--- config.mk ---
export PLATFORM = sky130hd
export DESIGN_NAME = remote_rx_leader_and_buffer
export DESIGN_NICKNAME = d
export VERILOG_FILES = /design/src/rtl/rmt_rx_pkg.sv /design/src/rtl/remote_rx_leader_and_buffer.sv /design/src/rtl/sample_tick_gen.sv /design/src/rtl/frame_shift_buffer.sv
export VERILOG_INCLUDE_DIRS = /design/src /design/src/rtl
export SDC_FILE = /design/constraint.sdc
export NUM_CORES = 1
export LEC_CHECK = 0
export ABC_AREA = 0
export BUFFER_PORTS_ARGS = -buffer_cell sky130_fd_sc_hd__buf_2
export CAP_MARGIN = 20
export CORE_MARGIN = 4
export CORE_UTILIZATION = 35
export DETAILED_ROUTE_END_ITERATION = 10
export GPL_TIMING_DRIVEN = 0
export SYNTH_ARGS = -nofsm -noshare
export SYNTH_HDL_FRONTEND = slang
export SYNTH_HIERARCHICAL = 1
export SYNTH_SLANG_ARGS = --single-unit
--- constraint.sdc ---
create_clock -name sys_clk -period 3.9 [get_ports sys_clk]
set_input_delay 0.585 -clock sys_clk [delete_from_list [all_inputs] [get_ports sys_clk]]
set_output_delay 0.585 -clock sys_clk [all_outputs]
set_load 0.005 [all_outputs]
--- src/rtl/rmt_rx_defines.svh ---
// register offsets, field positions, reset values and timing counts for the remote receiver
`ifndef RMT_RX_DEFINES_SVH
`define RMT_RX_DEFINES_SVH
`define OFS_BUF_LOW 8'h08
`define OFS_BUF_MID 8'h0C
`define OFS_BUF_TOP 8'h10
`define OFS_LEADER_LIMITS 8'h14
`define OFS_RX_CTRL_TWO 8'h18
`define LCMAX_POS 24
`define LCMIN_POS 16
`define LLMAX_POS 8
`define LLMIN_POS 0
`define LEADER_REQ_POS 25
`define LIMITS_RESET 32'h0000_0000
`define CTRL_TWO_RESET 32'h0000_FFFF
`define END_LOW_POS 8
`define SYS_CLK_HZ 20000000
`define SAMPLE_HZ 32768
`define UNIT_SAMPLES 4
`define FRAME_BITS 72
`endif

--- src/rtl/rmt_rx_pkg.sv ---
// types shared by the remote receiver files
package rmt_rx_pkg;
    typedef enum logic [1:0] {
        ST_IDLE,
        ST_LOW,
        ST_HIGH
    } rx_state_t;
endpackage

--- src/rtl/remote_rx_leader_and_buffer.sv ---
// remote receiver: leader detection, 72-bit frame buffer and register port
`timescale 1ns/10ps
`include "rmt_rx_defines.svh"
module remote_rx_leader_and_buffer #(
    parameter int FRAME_W = `FRAME_BITS,
    parameter int unsigned SYS_HZ = `SYS_CLK_HZ
) (
    // clock and reset
    input wire logic sys_clk,
    input wire logic rst,
    // demodulated remote input, idle high
    input wire logic rmt_in,
    // register port
    input wire logic [7:0] reg_addr,
    input wire logic [31:0] reg_wdata,
    input wire logic reg_wr,
    input wire logic reg_rd,
    output logic [31:0] reg_rdata,
    // status
    output logic leader_seen,
    output logic frame_done
);
    logic tick;
    logic [FRAME_W-1:0] frame_bits;
    logic [31:0] limits_r;
    logic [31:0] limits_nxt;
    logic [31:0] ctrl2_r;
    logic [31:0] ctrl2_nxt;
    logic [31:0] rdata_r;
    logic [31:0] rdata_nxt;
    rmt_rx_pkg::rx_state_t state_r;
    rmt_rx_pkg::rx_state_t state_nxt;
    logic [9:0] low_cnt_r;
    logic [9:0] low_cnt_nxt;
    logic [9:0] cyc_cnt_r;
    logic [9:0] cyc_cnt_nxt;
    logic in_d_r;
    logic leader_r;
    logic leader_nxt;
    logic done_r;
    logic done_nxt;
    logic shift_en;
    logic shift_bit;
    logic clear_buf;
    logic [9:0] lcmax;
    logic [9:0] lcmin;
    logic [9:0] llmax;
    logic [9:0] llmin;
    logic [9:0] end_low;
    logic [9:0] avg_cyc_r;
    logic [9:0] avg_cyc_nxt;
    logic need_leader;
    logic leader_ok;
    logic fall;

    sample_tick_gen #(
        .SYS_HZ(SYS_HZ),
        .SAMP_HZ(`SAMPLE_HZ)
    ) u_tick (
        .sys_clk(sys_clk),
        .rst(rst),
        .tick(tick)
    );

    frame_shift_buffer #(
        .WIDTH(FRAME_W)
    ) u_buf (
        .sys_clk(sys_clk),
        .rst(rst),
        .clear(clear_buf),
        .shift_en(shift_en),
        .bit_in(shift_bit),
        .bits(frame_bits)
    );

    assign lcmax = {limits_r[`LCMAX_POS +: 8], 2'b00};
    assign lcmin = {limits_r[`LCMIN_POS +: 8], 2'b00};
    assign llmax = {limits_r[`LLMAX_POS +: 8], 2'b00};
    assign llmin = {limits_r[`LLMIN_POS +: 8], 2'b00};
    assign end_low = {2'b00, ctrl2_r[`END_LOW_POS +: 8]};
    assign need_leader = ctrl2_r[`LEADER_REQ_POS];
    assign fall = in_d_r & ~rmt_in;

    // leader window check; zero max cycle means no leader is accepted, zero max low means only the cycle length is checked
    always_comb begin
        if (limits_r[`LCMAX_POS +: 8] == 8'h00) begin
            leader_ok = 1'b0;
        end else if (limits_r[`LLMAX_POS +: 8] == 8'h00) begin
            leader_ok = (cyc_cnt_r >= lcmin) && (cyc_cnt_r <= lcmax);
        end else begin
            leader_ok = (cyc_cnt_r >= lcmin) && (cyc_cnt_r <= lcmax) &&
                        (low_cnt_r >= llmin) && (low_cnt_r <= llmax);
        end
    end

    // receive state: cycles measured falling edge to falling edge
    always_comb begin
        state_nxt = state_r;
        low_cnt_nxt = low_cnt_r;
        cyc_cnt_nxt = cyc_cnt_r;
        leader_nxt = leader_r;
        done_nxt = 1'b0;
        avg_cyc_nxt = avg_cyc_r;
        shift_en = 1'b0;
        shift_bit = 1'b0;
        clear_buf = 1'b0;
        case (state_r)
            rmt_rx_pkg::ST_IDLE: begin
                if (fall) begin
                    state_nxt = rmt_rx_pkg::ST_LOW;
                    low_cnt_nxt = '0;
                    cyc_cnt_nxt = '0;
                    leader_nxt = 1'b0;
                    clear_buf = 1'b1;
                end
            end
            rmt_rx_pkg::ST_LOW: begin
                // saturate: a stuck-low line must not wrap into a short leader
                if (tick && cyc_cnt_r != 10'h3FF) begin
                    low_cnt_nxt = low_cnt_r + 10'd1;
                    cyc_cnt_nxt = cyc_cnt_r + 10'd1;
                end
                if (rmt_in) begin
                    state_nxt = rmt_rx_pkg::ST_HIGH;
                end
            end
            rmt_rx_pkg::ST_HIGH: begin
                if (tick && cyc_cnt_r != 10'h3FF) begin
                    cyc_cnt_nxt = cyc_cnt_r + 10'd1;
                end
                if (fall) begin
                    state_nxt = rmt_rx_pkg::ST_LOW;
                    low_cnt_nxt = '0;
                    cyc_cnt_nxt = '0;
                    if (!leader_r && leader_ok) begin
                        leader_nxt = 1'b1;
                        avg_cyc_nxt = '0;
                    end else if (leader_r || !need_leader || low_cnt_r < llmin) begin
                        if (leader_r || !need_leader) begin
                            shift_en = 1'b1;
                            // long cycle against short cycle decides the bit
                            shift_bit = (avg_cyc_r != '0) && (cyc_cnt_r > avg_cyc_r);
                            if (avg_cyc_r == '0 || !shift_bit) begin
                                avg_cyc_nxt = cyc_cnt_r + (cyc_cnt_r >> 1);
                            end
                        end
                    end
                end else if (ctrl2_r[`END_LOW_POS +: 8] != 8'hFF && cyc_cnt_r > end_low
                             && cyc_cnt_r > lcmax) begin
                    state_nxt = rmt_rx_pkg::ST_IDLE;
                    done_nxt = 1'b1;
                end
            end
            default: begin
                state_nxt = rmt_rx_pkg::ST_IDLE;
            end
        endcase
    end

    // register writes
    always_comb begin
        limits_nxt = limits_r;
        ctrl2_nxt = ctrl2_r;
        if (reg_wr && reg_addr == `OFS_LEADER_LIMITS) begin
            limits_nxt = reg_wdata;
        end
        if (reg_wr && reg_addr == `OFS_RX_CTRL_TWO) begin
            ctrl2_nxt = {6'h00, reg_wdata[`LEADER_REQ_POS], 9'h000, reg_wdata[15:0]};
        end
    end

    // reads only select data, no state changes
    always_comb begin
        rdata_nxt = 32'h0000_0000;
        if (reg_rd) begin
            case (reg_addr)
                `OFS_BUF_LOW: rdata_nxt = frame_bits[31:0];
                `OFS_BUF_MID: rdata_nxt = frame_bits[63:32];
                `OFS_BUF_TOP: rdata_nxt = {24'h00_0000, frame_bits[71:64]};
                `OFS_LEADER_LIMITS: rdata_nxt = limits_r;
                `OFS_RX_CTRL_TWO: rdata_nxt = ctrl2_r;
                default: rdata_nxt = 32'h0000_0000;
            endcase
        end
    end

    always_ff @(posedge sys_clk or posedge rst) begin
        if (rst) begin
            state_r <= rmt_rx_pkg::ST_IDLE;
            low_cnt_r <= 10'h000;
            cyc_cnt_r <= 10'h000;
            avg_cyc_r <= 10'h000;
            in_d_r <= 1'b1;
            leader_r <= 1'b0;
            done_r <= 1'b0;
            limits_r <= `LIMITS_RESET;
            ctrl2_r <= `CTRL_TWO_RESET;
            rdata_r <= 32'h0000_0000;
        end else begin
            state_r <= state_nxt;
            low_cnt_r <= low_cnt_nxt;
            cyc_cnt_r <= cyc_cnt_nxt;
            avg_cyc_r <= avg_cyc_nxt;
            in_d_r <= rmt_in;
            leader_r <= leader_nxt;
            done_r <= done_nxt;
            limits_r <= limits_nxt;
            ctrl2_r <= ctrl2_nxt;
            rdata_r <= rdata_nxt;
        end
    end

    assign reg_rdata = rdata_r;
    assign leader_seen = leader_r;
    assign frame_done = done_r;
endmodule // remote_rx_leader_and_buffer

--- src/rtl/sample_tick_gen.sv ---
// sampling clock tick from the system clock by fractional accumulation
`timescale 1ns/10ps
`include "rmt_rx_defines.svh"
module sample_tick_gen #(
    parameter int unsigned SYS_HZ = `SYS_CLK_HZ,
    parameter int unsigned SAMP_HZ = `SAMPLE_HZ
) (
    // clock and reset
    input wire logic sys_clk,
    input wire logic rst,
    // tick out
    output logic tick
);
    logic [31:0] acc_r;
    logic [31:0] acc_nxt;
    logic tick_r;
    logic tick_nxt;

    // accumulator keeps the long-run rate exact, jitter is one clock
    always_comb begin
        if (acc_r + SAMP_HZ >= SYS_HZ) begin
            acc_nxt = acc_r + SAMP_HZ - SYS_HZ;
            tick_nxt = 1'b1;
        end else begin
            acc_nxt = acc_r + SAMP_HZ;
            tick_nxt = 1'b0;
        end
    end

    always_ff @(posedge sys_clk or posedge rst) begin
        if (rst) begin
            acc_r <= 32'h0000_0000;
            tick_r <= 1'b0;
        end else begin
            acc_r <= acc_nxt;
            tick_r <= tick_nxt;
        end
    end

    assign tick = tick_r;
endmodule // sample_tick_gen

--- src/rtl/frame_shift_buffer.sv ---
// frame bit store: shifts in msb first, newest bit at position 0
`timescale 1ns/10ps
`include "rmt_rx_defines.svh"
module frame_shift_buffer #(
    parameter int WIDTH = `FRAME_BITS
) (
    // clock and reset
    input wire logic sys_clk,
    input wire logic rst,
    // control
    input wire logic clear,
    input wire logic shift_en,
    input wire logic bit_in,
    // stored frame
    output logic [WIDTH-1:0] bits
);
    logic [WIDTH-1:0] bits_r;
    logic [WIDTH-1:0] bits_nxt;

    always_comb begin
        bits_nxt = bits_r;
        if (clear) begin
            bits_nxt = '0;
        end
        if (shift_en) begin
            bits_nxt = {bits_nxt[WIDTH-2:0], bit_in};
        end
    end

    always_ff @(posedge sys_clk or posedge rst) begin
        if (rst) begin
            bits_r <= '0;
        end else begin
            bits_r <= bits_nxt;
        end
    end

    assign bits = bits_r;
endmodule // frame_shift_buffer

==> impl_metrics.tcl <==
set metrics [dict create \
    io_pins 79 \
    status "completed" \
    wire_per_inst_um 17.35 \
    clock_path_buffers 3 \
    peakVddDrop_mv 0.3326 \
    post_cts_buffers 0 \
    root_buffer "clkbuf_16" \
    antenna_found_initial 2 \
    dpl_cell_area_sq_mm 0.01260 \
    die_area_sq_mm 0.03609 \
    hp-class "in -> async" \
    routed_wl_mm 28.63 \
    hold_buffers 0 \
    syn-cell-area_sq_mm 0.01159 \
    fp.dieH_um 190.0 \
    cts_tree "built" \
    synthArstFlopShare_pct 100.0 \
    crit_slowest_cell "dfrtp_1" \
    path_buf_inv 1 \
    maxSlewHeadroom_pct 36.40 \
    setup_viol 0 \
    start_util_pct 35.54 \
    synth_cells 1080 \
    ctsResizeCount 0 \
    dp_slack_ns 0.5780 \
    drtIter0Drc 527 \
    clkLatencyLatePin_ns 0.52 \
    p_leak_nw 6.206 \
    grt_max_degree 82 \
    synth_area_leader_cell "dfrtp_1" \
    clock-sinks 213 \
    max-cap-violations 0 \
    hpwl_mm 21.29 \
    cts_buffers 25 \
    drive_above_1_share_pct 18.54 \
    crit_family "compound AO/OA/AOI/OAI gates" \
    setup_slack_ns 0.5508 \
    synth_edf_count 0 \
    yosysUniqueCellTypes 73 \
    post-place-cells 1602 \
    layoutNonFillerInstCount 1650 \
    grt_pass1_wl_mm 45.86 \
    synth_seq_cells 213 \
    period_share_pct 85.88 \
    die_x_um 190.0 \
    start_kind "register" \
    rsz0062_at_grt "no" \
    nFillCells 3177 \
    power_density_mw_per_mm2 398.0 \
    cp_slowest_stage_delay_ns 0.46 \
    path_class "reg -> reg" \
    fin_crit_ns 3.349 \
    drt-vias-per-instance 5.104 \
    final_util_pct 41.23 \
    coreArea_sq_mm 0.03262 \
    rows 66 \
    synth_area_leaders "dfrtp_1 42%, ha_1 7.8%, mux2i_1 7.2%" \
    end_kind "register" \
    nets 1307 \
    clk_transition_reported_paths_ns 0.06 \
    worstPathMaxFanout 9 \
    grtUsageTotal_pct 15.63 \
    drcViolationCount 0 \
    worst_pin_slew_ns 0.9482 \
    grt.overflow.total 0 \
    worst_hold_slack_ns 0.02518 \
    ys.warnings.count 6 \
    crit_chain "ha_1, nand4_4, nor3_2, mux2_2, o21a_1, a31o_1, a311oi_4, inv_2, nand2_1, nor3_1, xnor2_1" \
    antennaDiodeCount 0 \
    firstDrtPassIters 8 \
    synth_nets 1198 \
    clock_skew_ns 0.01258 \
    final_cell_area_sq_mm 0.01345 \
    required_ns 4.33 \
    synthFlopType "dfrtp_1" \
    io_buffers 78 \
    avgSynthCellArea_sq_um 10.73 \
    drv_slew 0 \
    fmax_mhz 298.6 \
    yosysSeqAreaShare_pct 46.17 \
    synth_top_cell_area_share_pct 42.31 \
    synthToLayoutAreaGrowth_pct 16.03 \
    place_congestion 0.8564 \
    ant_nets 0 \
    htree_levels 1 \
    finalHoldViolations 0 \
    grt_pass1_vias 8434 \
    vias 8422 \
    arrival_ns 3.78 \
]
-- cells in the mapped netlist (8+ instances only) --
cell      instances
a21oi_1          42
a222oi_1         15
a22o_1           11
a22oi_1          26
and3_1            8
buf_2             9
clkbuf_1         20
dfrtp_1         196
dfstp_2          17
ha_1             72
inv_1            70
mux2_2           21
mux2_4           30
mux2i_1          83
nand2_1          55
nand3_1          23
nand4_1          12
nor2_1          133
nor2b_1          11
nor3_1           13
nor4_1            9
o21ai_0          34
xnor2_1          30
xor2_1           27
-- cell families (layout without fill, tap and decap cells) --
kind of cell,Yosys count,after routing,share of synthesized area [%]
AND/OR/NAND/NOR,302,302,12.56
flip-flops,213,213,46.17
AO/OA/AOI/OAI,185,185,11.05
multiplexers,134,134,13.09
buffers and inverters,116,244,4.868
adder cells (fa/ha/maj),73,73,7.945
XOR/XNOR,57,57,4.307
-- layer usage --
layer	wire, um	up-vias	GRT usage, %
met4	656	0	3.561
met5	0	-	0
li1	-	4061	-
met3	1144	41	2.367
met2	13160	162	25.13
met1	13670	4158	22.39
-- power by group --
group          switching [W]  internal (W)  total [W]
sequential         0.0000542       0.00226    0.00232
combinational       0.000436      0.000260   0.000696
clock               0.000927       0.00141    0.00234
total                0.00142       0.00394    0.00535
-- path summary, 6_finish.rpt --
check / start / endpoint / cells past startpoint / slack, ns
setup / recovery: u_tick/acc_r[15] / u_tick/acc_r[30] / 11 / 0.55
max in group asynchronous: rst / ctrl2_r[3] / 3 / 3.07
min in group sys_clk: rmt_in / in_d_r / 1 / 0.20
hold / removal: rst / u_buf/bits[52] / 2 / 0.03
setup reg to reg: u_tick/acc_r[15] / u_tick/acc_r[30] / 11 / 0.55
hold reg to reg: u_tick/acc_r[14] / u_tick/acc_r[14] / 1 / 0.50
-- worst register-to-register path, delay by kind of cell, from the launching register on --
kind,cells,cell delay [ns]
compound gates,3,0.84
xor+xnor,1,0.18
fa+ha+maj,1,0.34
buf+inv,1,0.20
flops,1,0.46
mux,1,0.39
simple gates,4,0.85
-- final cells by class --
cell class / instances / area (sq um) / share of cell area (%)
Clock buffer: 39 / 728.2 / 5.414
Multi-Input combinational cell: 751 / 5675 / 42.20
Buffer: 45 / 297.8 / 2.214
Sequential cell: 213 / 5351 / 39.79
Timing Repair Buffer: 82 / 478.0 / 3.554
Tap cell: 442 / 553.0 / 4.112
Clock inverter: 7 / 91.34 / 0.6791
Inverter: 71 / 274.0 / 2.037
-- metrics by stage --
stage	TNS (ns)	power, W
4_1_cts	0	0.005404
5_1_grt	0	0.005584
3_3_place_gp	-132.33	0.003020
2_1_floorplan	0	0.002828
6_report	0	0.005353
3_5_place_dp	0	0.003042
-- registers in the layout (all words and copies together), names as in the netlist --
| name | count |
|---|---|
| limits_r | 32 |
| u_tick/acc_r | 24 |
| low_cnt_r | 10 |
| cyc_cnt_r | 10 |
| in_d_r | 1 |
| reg_rdata | 32 |
| avg_cyc_r | 10 |
| frame_done | 1 |
| ctrl2_r | 17 |
| u_tick/tick | 1 |
| state_r | 2 |
| u_buf/bits | 72 |
| leader_seen | 1 |
-- layout by cell type (no fill, tap or decap), drive strengths merged, types with 4 or more instances in the layout --
cell / instances
nor4: 9
nand4: 13
dfrtp: 196
dfstp: 17
a222oi: 15
mux2i: 83
mux2: 51
a22o: 11
a31oi: 5
a211oi: 8
buf: 106
nor2: 134
o21a: 4
o21ai: 35
nor2b: 11
a22oi: 26
inv: 72
a21o: 7
clkbuf: 60
ha: 72
nand2: 57
a21oi: 42
and4: 6
o41ai: 4
nand3: 23
and3: 8
xor2: 27
xnor2: 30
nor3: 14
o211ai: 4
or4: 5
Note: power is estimated with default switching activity, not from simulation.
